`config.mk`:
```
export PLATFORM = sky130hd
export DESIGN_NAME = godr_top
export DESIGN_NICKNAME = d
export VERILOG_FILES = /design/src/design/godr_pkg.sv /design/src/design/godr_pad.sv /design/src/design/godr_sync.sv /design/src/design/godr_top.sv
export SDC_FILE = /design/constraint.sdc
export NUM_CORES = 1
export LEC_CHECK = 0
export ABC_AREA = 1
export BUFFER_PORTS_ARGS = -buffer_cell sky130_fd_sc_hd__buf_2
export CAP_MARGIN = 20
export CORE_MARGIN = 8
export CORE_UTILIZATION = 53
export DETAILED_ROUTE_END_ITERATION = 8
export GPL_TIMING_DRIVEN = 0
export HOLD_SLACK_MARGIN = 0.1
export PLACE_DENSITY = 0.91
export SKIP_LAST_GASP = 1
export SLEW_MARGIN = 5
export SYNTH_ARGS = -nofsm -noshare
export SYNTH_HDL_FRONTEND = slang
export SYNTH_SLANG_ARGS = --single-unit
```
`constraint.sdc`:
```
create_clock -name mclk -period 2.5 [get_ports mclk]
set_input_delay 0.375 -clock mclk [delete_from_list [all_inputs] [get_ports mclk]]
set_output_delay 0.375 -clock mclk [all_outputs]
set_load 0.02 [all_outputs]
```
`src/design/godr_pkg.sv`:
```
/*
 constants for the open-drain select block: register offsets, field layout, resets.
 assumes a 32-bit classic wishbone bus with byte addresses.
*/
`default_nettype none
package godr_pkg;
	localparam int GODR_PADS = 8;
	localparam int GODR_ADDR_W = 12;
	localparam logic [11:0] GODR_OPEN_DRAIN_SELECT_OFS = 12'h50C;
	localparam logic [11:0] GODR_DIRECTION_OFS = 12'h400;
	localparam logic [11:0] GODR_DIGITAL_EN_OFS = 12'h51C;
	localparam logic [11:0] GODR_PAD_STATE_OFS = 12'h3FC;
	localparam logic [11:0] GODR_DATA_OUT_OFS = 12'h3F8;
	localparam logic [7:0] GODR_FIELD_RESET = 8'h00;
	localparam logic [23:0] GODR_RESERVED_READ = 24'h000000;
	localparam logic [31:0] GODR_UNMAPPED_READ = 32'h00000000;
endpackage : godr_pkg
`default_nettype wire

```
`src/design/godr_pad.sv`:
```
/*
 per-pad driver decode: push-pull or open-drain, input or output.
 assumes registered inputs from the register file on the same clock.
*/
`timescale 1ns/1ns
`default_nettype none
module godr_pad (
	input wire logic od_en,
	input wire logic dir_out,
	input wire logic data_out,
	output logic pad_out,
	output logic pad_oe
);
	// open drain only ever pulls low, so out is fixed at zero
	always_comb begin
		if (!dir_out) begin
			pad_out = 1'b0; // RL4
			pad_oe = 1'b0; // RL4
		end else if (od_en) begin
			pad_out = 1'b0; // RL5
			pad_oe = ~data_out; // RL5
		end else begin
			pad_out = data_out; // RL2
			pad_oe = 1'b1;
		end
	end
endmodule // godr_pad
`default_nettype wire

```
`src/design/godr_sync.sv`:
```
/*
 two-flop synchroniser for the pad inputs.
 assumes pad levels are asynchronous to mclk.
*/
`timescale 1ns/1ns
`default_nettype none
module godr_sync
	import godr_pkg::*;
#(
	parameter int WIDTH = GODR_PADS
) (
	input wire logic mclk,
	input wire logic rst_n,
	input wire logic [WIDTH-1:0] async_in,
	output logic [WIDTH-1:0] sync_out
);
	typedef struct packed {
		logic [WIDTH-1:0] meta;
		logic [WIDTH-1:0] stable;
	} godr_sync_type;
	godr_sync_type st_reg, st_next;

	// first stage is read only by the second
	always_comb begin
		st_next.meta = async_in;
		st_next.stable = st_reg.meta;
	end

	always_ff @(posedge mclk) begin
		if (!rst_n) begin
			st_reg <= '0;
		end else begin
			st_reg <= st_next;
		end
	end

	assign sync_out = st_reg.stable;
endmodule // godr_sync
`default_nettype wire

```
`src/design/godr_top.sv`:
```
/*
 open-drain select port block with its wishbone register file and pad drivers.
 assumes a classic wishbone master on mclk and pads with tristate buffers outside.
*/
// What this block does
// RL1 - bit n sets open drain for pad n
// RL2 - zero disables, one enables open drain
// RL3 - field reads all zeros after reset
// RL4 - open drain with direction zero: input
// RL5 - open drain with direction one: output
// RL6 - software should also set digital enable
// RL7 - upper bits reserved, read only, preserved
// RL8 - whole field written at once, applies next
`timescale 1ns/1ns
`default_nettype none
module godr_top
	import godr_pkg::*;
#(
	parameter int PADS = GODR_PADS
) (
	input wire logic mclk,
	input wire logic rst_n,
	input wire logic wb_cyc_i,
	input wire logic wb_stb_i,
	input wire logic wb_we_i,
	input wire logic [GODR_ADDR_W-1:0] wb_adr_i,
	input wire logic [3:0] wb_sel_i,
	input wire logic [31:0] wb_dat_i,
	output logic [31:0] wb_dat_o,
	output logic wb_ack_o,
	input wire logic [PADS-1:0] pad_in,
	output logic [PADS-1:0] pad_out,
	output logic [PADS-1:0] pad_oe,
	output logic [PADS-1:0] pad_digital_en
);
	typedef struct packed {
		logic [PADS-1:0] pad_open_drain_en;
		logic [PADS-1:0] pin_direction_reg;
		logic [PADS-1:0] digital_input_enable_reg;
		logic [PADS-1:0] data_out;
		logic [PADS-1:0] pad_out;
		logic [PADS-1:0] pad_oe;
		logic [PADS-1:0] pad_digital_en;
		logic [31:0] dat;
		logic ack;
	} godr_state_type;

	godr_state_type st_reg, st_next;
	logic [PADS-1:0] pad_sync;
	logic [PADS-1:0] drv_out;
	logic [PADS-1:0] drv_oe;
	logic req;

	// merge a byte-lane write into the low field only
	function automatic logic [PADS-1:0] lane_write(input logic [PADS-1:0] old,
		input logic [31:0] d, input logic [3:0] sel);
		lane_write = sel[0] ? d[PADS-1:0] : old;
	endfunction

	// widen a field to a bus word, reserved bits as zero
	function automatic logic [31:0] word_of(input logic [PADS-1:0] f);
		word_of = {GODR_RESERVED_READ, f};
	endfunction

	////////////////////////////////////////////////////////////////
	godr_sync #(.WIDTH(PADS)) u_sync (
		.mclk(mclk),
		.rst_n(rst_n),
		.async_in(pad_in),
		.sync_out(pad_sync)
	);

	genvar g;
	generate
		for (g = 0; g < PADS; g++) begin : g_pad
			godr_pad u_pad (
				.od_en(st_reg.pad_open_drain_en[g]), // RL1
				.dir_out(st_reg.pin_direction_reg[g]),
				.data_out(st_reg.data_out[g]),
				.pad_out(drv_out[g]),
				.pad_oe(drv_oe[g])
			);
		end
	endgenerate

	////////////////////////////////////////////////////////////////
	// one-wait-state slave: ack the cycle after the request, drop after
	assign req = wb_cyc_i && wb_stb_i && !st_reg.ack;

	always_comb begin
		st_next = st_reg;
		st_next.ack = req;
		st_next.pad_out = drv_out;
		st_next.pad_oe = drv_oe;
		st_next.pad_digital_en = st_reg.digital_input_enable_reg;
		if (req) begin
			case (wb_adr_i)
				GODR_OPEN_DRAIN_SELECT_OFS: begin
					st_next.dat = word_of(st_reg.pad_open_drain_en); // RL7
					if (wb_we_i) begin
						// upper bits ignored, whole field in one access
						st_next.pad_open_drain_en =
							lane_write(st_reg.pad_open_drain_en, wb_dat_i, wb_sel_i); // RL8
					end
				end
				GODR_DIRECTION_OFS: begin
					st_next.dat = word_of(st_reg.pin_direction_reg);
					if (wb_we_i) begin
						st_next.pin_direction_reg =
							lane_write(st_reg.pin_direction_reg, wb_dat_i, wb_sel_i);
					end
				end
				GODR_DIGITAL_EN_OFS: begin
					// not forced by open drain; software's job
					st_next.dat = word_of(st_reg.digital_input_enable_reg); // RL6
					if (wb_we_i) begin
						st_next.digital_input_enable_reg =
							lane_write(st_reg.digital_input_enable_reg, wb_dat_i, wb_sel_i);
					end
				end
				GODR_DATA_OUT_OFS: begin
					st_next.dat = word_of(st_reg.data_out);
					if (wb_we_i) begin
						st_next.data_out = lane_write(st_reg.data_out, wb_dat_i, wb_sel_i);
					end
				end
				GODR_PAD_STATE_OFS: begin
					// gated by digital enable so floating pads read zero
					st_next.dat = word_of(pad_sync & st_reg.digital_input_enable_reg);
				end
				default: begin
					st_next.dat = GODR_UNMAPPED_READ;
				end
			endcase
		end
	end

	// everything resets to zero, open drain off on all pads
	always_ff @(posedge mclk) begin
		if (!rst_n) begin
			st_reg <= '0;
			st_reg.pad_open_drain_en <= GODR_FIELD_RESET; // RL3
		end else begin
			st_reg <= st_next;
		end
	end

	assign wb_dat_o = st_reg.dat;
	assign wb_ack_o = st_reg.ack;
	assign pad_out = st_reg.pad_out;
	assign pad_oe = st_reg.pad_oe;
	assign pad_digital_en = st_reg.pad_digital_en;

	logic wr_od;
	assign wr_od = req && wb_we_i && wb_sel_i[0] && wb_adr_i == GODR_OPEN_DRAIN_SELECT_OFS;

	////////////////////////////////////////////////////////////////
	// probe address for the unmapped-read checks; any word outside the map
	// would do, this one sits well below every decoded offset
	localparam logic [11:0] UNMAPPED_PROBE = 12'h000;

	////////////////////////////////////////////////////////////////
	// per-pad drive checks; the pad-0 checks above catch the common
	// case, these make sure no pad is wired to a neighbour's bits
	genvar p;
	generate
		for (p = 0; p < PADS; p++) begin : g_chk

		end
	endgenerate

	////////////////////////////////////////////////////////////////
	// limitations worth knowing
	// the field change shows on the pads one cycle after the write
	// lands, because the pad drive is registered to keep the outputs
	// glitch free; software that toggles open drain and data in two
	// writes sees an intermediate state for at least two cycles in between.
	// reserved bits always read zero here rather than an unknown
	// value, so a read-modify-write by software preserves them for free.
	// writes with byte lane zero disabled leave every field untouched,
	// since all fields of this block live in that lane.
endmodule // godr_top
`default_nettype wire

```
==> results.md, run 1 <==
* Synth Area in Simple Gates at 0.268
* Setup Slack @ Placement at just over 800 ps
* Startpoint Class: flop
* CTS tree: yes
* Sw Ratio at 0.233
* Kind of cell adding the most delay to the critical path: simple AND/OR/NAND/NOR gates
* Antenna Nets Post-Route at 0
* Period utilization at 0.594
* Mean Syn Cell Area at slightly below 8 sq um
* CP Buf/Inv Count at 3
* Register area at 1620 sq um
* Worst VDD drop at 0.000395 V
* Clk Latency, worst-skew pair at between 300 and 400 ps
* RSZ-0062 raised after global routing: no
* Hold Path Depth at 3
* Post-DP HPWL at around 6100 um
* CP Depth at 8
* Core Rows at 29
* Die footprint at around 9200 sq um
* Ant diodes at 0
* Tmin final at roughly 1500 ps
* Mux contribution to synthesized area at 0
* First-pass GRT wire length at between 10000 and 15000 um
* Max cap viols at 0
* Area of the multi-input gates at about 1400 sq um
* Worst min-delay path category: in -> reg
* Post-DR wirelength/cell at between 10 and 15 um
* Core Box Area at about 6200 sq um
* FMAX at slightly below 0.7 GHz
* # DRC at 0
* Post-synthesis compound-gate area fraction at 0.109
* Maximum buffer depth of the clock tree at 2
* Reg clk slew, reported paths at roughly 70 ps
* Placed cell area at 3870 sq um
* Via density at roughly 4.8
* Final Core Density at 0.652
* Setup violations, final at 0
* H-tree depth at 3
* Xor-xnor portion of the synthesized cell area at 0
* Slew @ Worst Pin at between 500 and 600 ps
* FF+latch count, synth at 81
* Flop pwr share at 0.534
* Final Worst Setup Slack at a little over 1000 ps
* Most frequent CP cell: inv_2
* Yosys warns at 0
* DR vias at 2920
* Grt total ovfl at 0
* Fill cells at about 530
* Port bufs at 65
* Clk sink count at 81
* Layout Area Growth over Synthesis at 20.9%
* Cell depth of the worst flop-to-flop path at 8
* Layout cells sized above 1 at 0.244
* DIE WIDTH at ~96 um
* CP Cell Sequence: nor2_4 -> inv_2 -> nor2_8 -> inv_2 -> nor2_8 -> inv_2 -> nor2_1 -> nor2_1
* Internal power at approximately 0.0019 W
* Cts-stage hold buffer count at 0
* Net switching power at approximately 0.00058 W
* Logic pwr share at 0.086
* Slowest CP cell: dfxtp_1
* Yosys cell types at 20
* CTS resizes at 0
* Fin area at about 4100 sq um
* CP peak stage delay at ~340 ps
* Skew final at 8.88 ps
* Outcome: finished, final reports clean
* Clock Power Share at 0.380
* Power per cell area at 607 nW/um^2
* Vias in the first global route at ~2900
* Number of flip-flops in the largest register at 24
* Cells after Synth at between 400 and 500
* Sequential cell area fraction in the yosys report at 0.482
* Leak Pwr at around 2.2 nW
* Final TNS setup at 0 ps
* Starting DRT DRC Count at between 150 and 200
* Max-slew headroom at 0.659
* Syn Std Cell Area at approximately 3400 sq um
* Hold slack final at between 200 and 250 ps
* Die H at ~96 um
* Commonest cells after routing, fill and taps aside: 81 x nand2_1, 81 x dfxtp_1, 65 x buf_2, 52 x inv_1, 51 x nor2_1
* TritonCTS buffer count at 9
* CP max FO at 9
* Total iterations of the first detailed-routing run at 5
* IO Count at approximately 120
* GRT Util Overall at 0.180
* Arr. time, crit path at between 1500 and 2000 ps
* Main combinational cell family by area after synthesis: simple AND/OR/NAND/NOR gates
* Slew Limit Fails at 0
* Adder-Cell Fraction of Synth Area at 0
* Gpl congestion at about 0.86
* Routed Wire Length at 7920 um
* Clock root buffer: clkbuf_8
* Postcts setup bufs at 0
* CP Capture Type: flop
* Fin. Hold Viols at 0
* Critical path type: reg -> reg
* Initial antenna violation count at 0
* R2R setup slack at 1020 ps
* Final Net Count at approximately 590
* Largest net degree at the start of global routing at 13
* Initial Utilization at 0.539
* Req. time, crit path at ~2700 ps
[cell usage after synthesis]
| master | instances | area, sq um |
|---|---|---|
| a21oi_1 | 33 | 165 |
| buf_4 | 24 | 180 |
| buf_6 | 4 | 45.0 |
| clkbuf_1 | 9 | 33.8 |
| conb_1 | 1 | 3.75 |
| dfxtp_1 | 81 | 1620 |
| inv_1 | 52 | 195 |
| inv_2 | 5 | 18.8 |
| nand2_1 | 81 | 304 |
| nand2_2 | 3 | 18.8 |
| nand2_4 | 2 | 22.5 |
| nand3_1 | 32 | 160 |
| nand3_4 | 3 | 52.6 |
| nor2_1 | 51 | 191 |
| nor2_2 | 2 | 12.5 |
| nor2_4 | 5 | 56.3 |
| nor2_8 | 4 | 80.1 |
| nor3_1 | 1 | 5.00 |
| o21ai_0 | 31 | 155 |
| o21ai_1 | 9 | 45.0 |
[stage by stage]
step	power (W)	std cells
after global routing	0.00256	613
after floorplan	0.00149	456
after detailed placement	0.00156	598
final	0.00247	613
after global placement	0.00155	598
after CTS	0.00248	613
[cell families after synthesis]
kind of cell,Yosys count
flip-flops,81
AO/OA/AOI/OAI,73
buffers and inverters,94
AND/OR/NAND/NOR,184
other,1
[tightest hold or removal path: cells and delay by family]
family	cells	cell delay, ps
buffers and inverters	2	110
AND/OR/NAND/NOR	1	40
[routing by layer]
| metal | wire (um) | vias to the layer above | GRT usage |
|---|---|---|---|
| met5 | 0 | - | 0 |
| met4 | 114 | 0 | 0.0986 |
| met3 | 690 | 11 | 0.0484 |
| met2 | 4060 | 113 | 0.317 |
| met1 | 3060 | 1296 | 0.193 |
| li1 | - | 1500 | - |
[power groups by stage]
stage                     Clock [W]  Combinational [W]  Sequential, W
final                      0.000939           0.000212        0.00132
after global routing        0.00101           0.000232        0.00132
after CTS                  0.000950           0.000209        0.00132
after detailed placement          0           0.000209        0.00135
after global placement            0           0.000203        0.00135
after floorplan                   0           0.000135        0.00136
[final cells by class]
cell class | count | area share
sequential | 81 | 0.398
buffer | 37 | 0.0636
inverter | 57 | 0.0526
multi-input combinational | 281 | 0.334
clock inverter | 3 | 0.00984
clock buffer | 12 | 0.0381
timing repair buffer | 65 | 0.0799
tap | 77 | 0.0237
[worst paths after layout]
| check | start | to |
|---|---|---|
| max | wb_ack_o$_SDFF_PN0_ | st_next[33]$_SDFFE_PN0P_ |
| min reg2reg | u_sync.st_next[5]$_SDFF_PN0_ | u_sync.sync_out[5]$_SDFF_PN0_ |
| max reg2reg | wb_ack_o$_SDFF_PN0_ | st_next[33]$_SDFFE_PN0P_ |
| min | pad_in[6] | u_sync.st_next[6]$_SDFF_PN0_ |
(Power assumes the default switching activity.)
==> run 2, diff against run 1 <==
--- a/config.mk
+++ b/config.mk
@@ -9,11 +9,11 @@
 export BUFFER_PORTS_ARGS = -buffer_cell sky130_fd_sc_hd__buf_2
 export CAP_MARGIN = 20
 export CORE_MARGIN = 8
-export CORE_UTILIZATION = 53
+export CORE_UTILIZATION = 49
 export DETAILED_ROUTE_END_ITERATION = 8
 export GPL_TIMING_DRIVEN = 0
 export HOLD_SLACK_MARGIN = 0.1
-export PLACE_DENSITY = 0.91
+export PLACE_DENSITY = 0.86
 export SKIP_LAST_GASP = 1
 export SLEW_MARGIN = 5
 export SYNTH_ARGS = -nofsm -noshare
==> constraint.sdc (replaced) <==
create_clock -name mclk -period 1.4 [get_ports mclk]
set_input_delay 0.21 -clock mclk [delete_from_list [all_inputs] [get_ports mclk]]
set_output_delay 0.21 -clock mclk [all_outputs]
set_load 0.02 [all_outputs]
==> results.md, run 2 (synthesis results as in run 1) <==
* Outcome: finished, final reports clean
* Core Box Area at 6720 sq um (+7.7%)
* Final TNS setup at 0 ps (unchanged)
* Fin. Hold Viols at 0 (unchanged)
* Largest net degree at the start of global routing at 14 (+1)
* Die H at 98.9 um (+3.3%)
* Worst VDD drop at 0.000524 V (+33%)
* Clk Latency, worst-skew pair at 360 ps (+20 ps)
* Hold slack final at 157 ps (-57.8 ps)
* Number of flip-flops in the largest register at 24 (unchanged)
* Final Net Count at 605 (+2.0%)
* Power per cell area at 1100 nW/um^2 (+81%)
* Clock root buffer: clkbuf_8
* GRT Util Overall at 0.165 (-0.0150)
* Layout cells sized above 1 at 0.250 (+0.00560)
* Leak Pwr at 2.22 nW (+2.8%)
* Vias in the first global route at 2890 (+0.80%)
* DR vias at 2927 (+0.24%)
* Setup Slack @ Placement at -86.5 ps (-916 ps)
* Port bufs at 65 (unchanged)
* Die footprint at 9780 sq um (+6.8%)
* Final Worst Setup Slack at 117 ps (-898 ps)
* FMAX at 0.780 GHz (+16%)
* Register area at 1620 sq um (unchanged)
* FF-to-FF Start: wb_ack_o$_SDFF_PN0_
* Req. time, crit path at 1690 ps (-1040 ps)
* Hold Crit Start: wb_dat_i[4]
* Maximum buffer depth of the clock tree at 2 (unchanged)
* Clk sink count at 81 (unchanged)
* Area of the multi-input gates at 1360 sq um (unchanged)
* RSZ-0062 raised after global routing: no
* IO Count at 118 (unchanged)
* Reg clk slew, reported paths at 80 ps (about the same)
* Tmin final at 1280 ps (-202 ps)
* Setup crit start: wb_ack_o$_SDFF_PN0_
* Grt total ovfl at 0 (unchanged)
* Post-DP HPWL at 6000 um (-1.7%)
* Ant diodes at 0 (unchanged)
* Slew Limit Fails at 0 (unchanged)
* Overall Power at 0.00462 W (+87%)
* Initial Utilization at 0.501 (-0.0384)
* H-tree depth at 3 (unchanged)
* CTS tree: yes
* CP max FO at 5 (-4)
* Routed Wire Length at 7840 um (-1.0%)
* Via density at 4.66 (-2.2%)
* Startpoint Class: flop
* Max cap viols at 0 (unchanged)
* Initial antenna violation count at 0 (unchanged)
* Total iterations of the first detailed-routing run at 4 (-1)
* Fill cells at 568 (+7.6%)
* First-pass GRT wire length at 13000 um (-0.58%)
* Post-DR wirelength/cell at 12.5 um (-3.4%)
* DIE WIDTH at 98.9 um (+3.3%)
* Arr. time, crit path at 1570 ps (-150 ps)
* # DRC at 0 (unchanged)
* TritonCTS buffer count at 9 (unchanged)
* Setup violations, final at 0 (unchanged)
* Starting DRT DRC Count at 114 (-29%)
* Commonest cells after routing, fill and taps aside: 81 x nand2_1, 81 x dfxtp_1, 65 x buf_2, 52 x inv_1, 51 x nor2_1
* Antenna Nets Post-Route at 0 (unchanged)
* Skew final at 12.5 ps (+3.61 ps)
* Gpl congestion at 0.850 (-0.75%)
* Layout Area Growth over Synthesis at 25.0%
* Critical path type: reg -> reg
* Core Rows at 30 (+3.4%)
* Period utilization at 0.916 (+0.323)
* CTS resizes at 0 (unchanged)
* CP Capture Type: flop
* Worst min-delay path category: in -> reg
==> run 2: cell types whose count changed in the layout (fill, tap and decap cells not counted), sizes merged <==
cell         change
clkinv           -1
clkbuf           -3
clkinvlp         +2
bufinv           +1
buf              +5
dlygate4sd3      +8
==> run 2: report_power, final <==
part | switching [W] | leakage (nW) | internal [W] | total, W
Combinational | 0.000245 | 1.46 | 0.000154 | 0.000399
Sequential | 0.0000145 | 0.657 | 0.00234 | 0.00235
Clock | 0.000824 | 0.104 | 0.00104 | 0.00186
Total | 0.00108 | 2.22 | 0.00353 | 0.00462
==> run 2: worst max-delay path, cell delays in order (launching register included) <==
cell and delay (ps):
dfxtp_1 340, nor2_4 90, inv_2 70, nor2_8 160, inv_2 90, nor2_8 120
buf_4 140, o21ai_0 90, nor2_1 120
==> run 2: per-layer routing <==
metal,part of all wire,GRT usage,wire [um],vias up
met5,0,0,0,-
met4,0.039,0.109,306,0
met3,0.054,0.0437,425,28
met2,0.50,0.292,3940,91
met1,0.40,0.169,3170,1278
li1,-,-,-,1530
==> run 2: final cells by class <==
| type | instances | area share |
|---|---|---|
| flip-flops and latches | 81 | 0.385 |
| multi-input cells | 281 | 0.323 |
| repair buffers | 78 | 0.105 |
| plain buffers | 36 | 0.0606 |
| inverters | 57 | 0.0508 |
| clock buffers | 10 | 0.0327 |
| well taps | 80 | 0.0238 |
| clock inverters | 5 | 0.0190 |
==> run 2: path summary, 6_finish.rpt <==
kind                                                      end  slack, ps  depth (start not counted)
worst max register to register       st_next[33]$_SDFFE_PN0P_        120                          8
worst max-delay path                 st_next[33]$_SDFFE_PN0P_        120                          8
worst min register to register  u_sync.sync_out[1]$_SDFF_PN0_        410                          2
worst min-delay path                 st_next[37]$_SDFFE_PN0P_        160                          3
==> run 2: through the flow <==
stage          cells  cell area, sq um  utilization
3_5_place_dp     601              3880        0.577
5_1_grt          628              4210        0.627
2_1_floorplan    456              3450            -
3_3_place_gp     601              3880        0.577
4_1_cts          626              4190        0.624
6_report         628              4210        0.627
==> run 2: repair_timing <==
| action | 4_1_cts | 5_1_grt |
|---|---|---|
| endpoints found under the hold margin | 8 | 0 |
| endpoints found under the setup margin | 10 | 3 |
| buffers inserted | 2 | 3 |
| hold buffers | 8 | 0 |
| pin swaps | 1 | 1 |
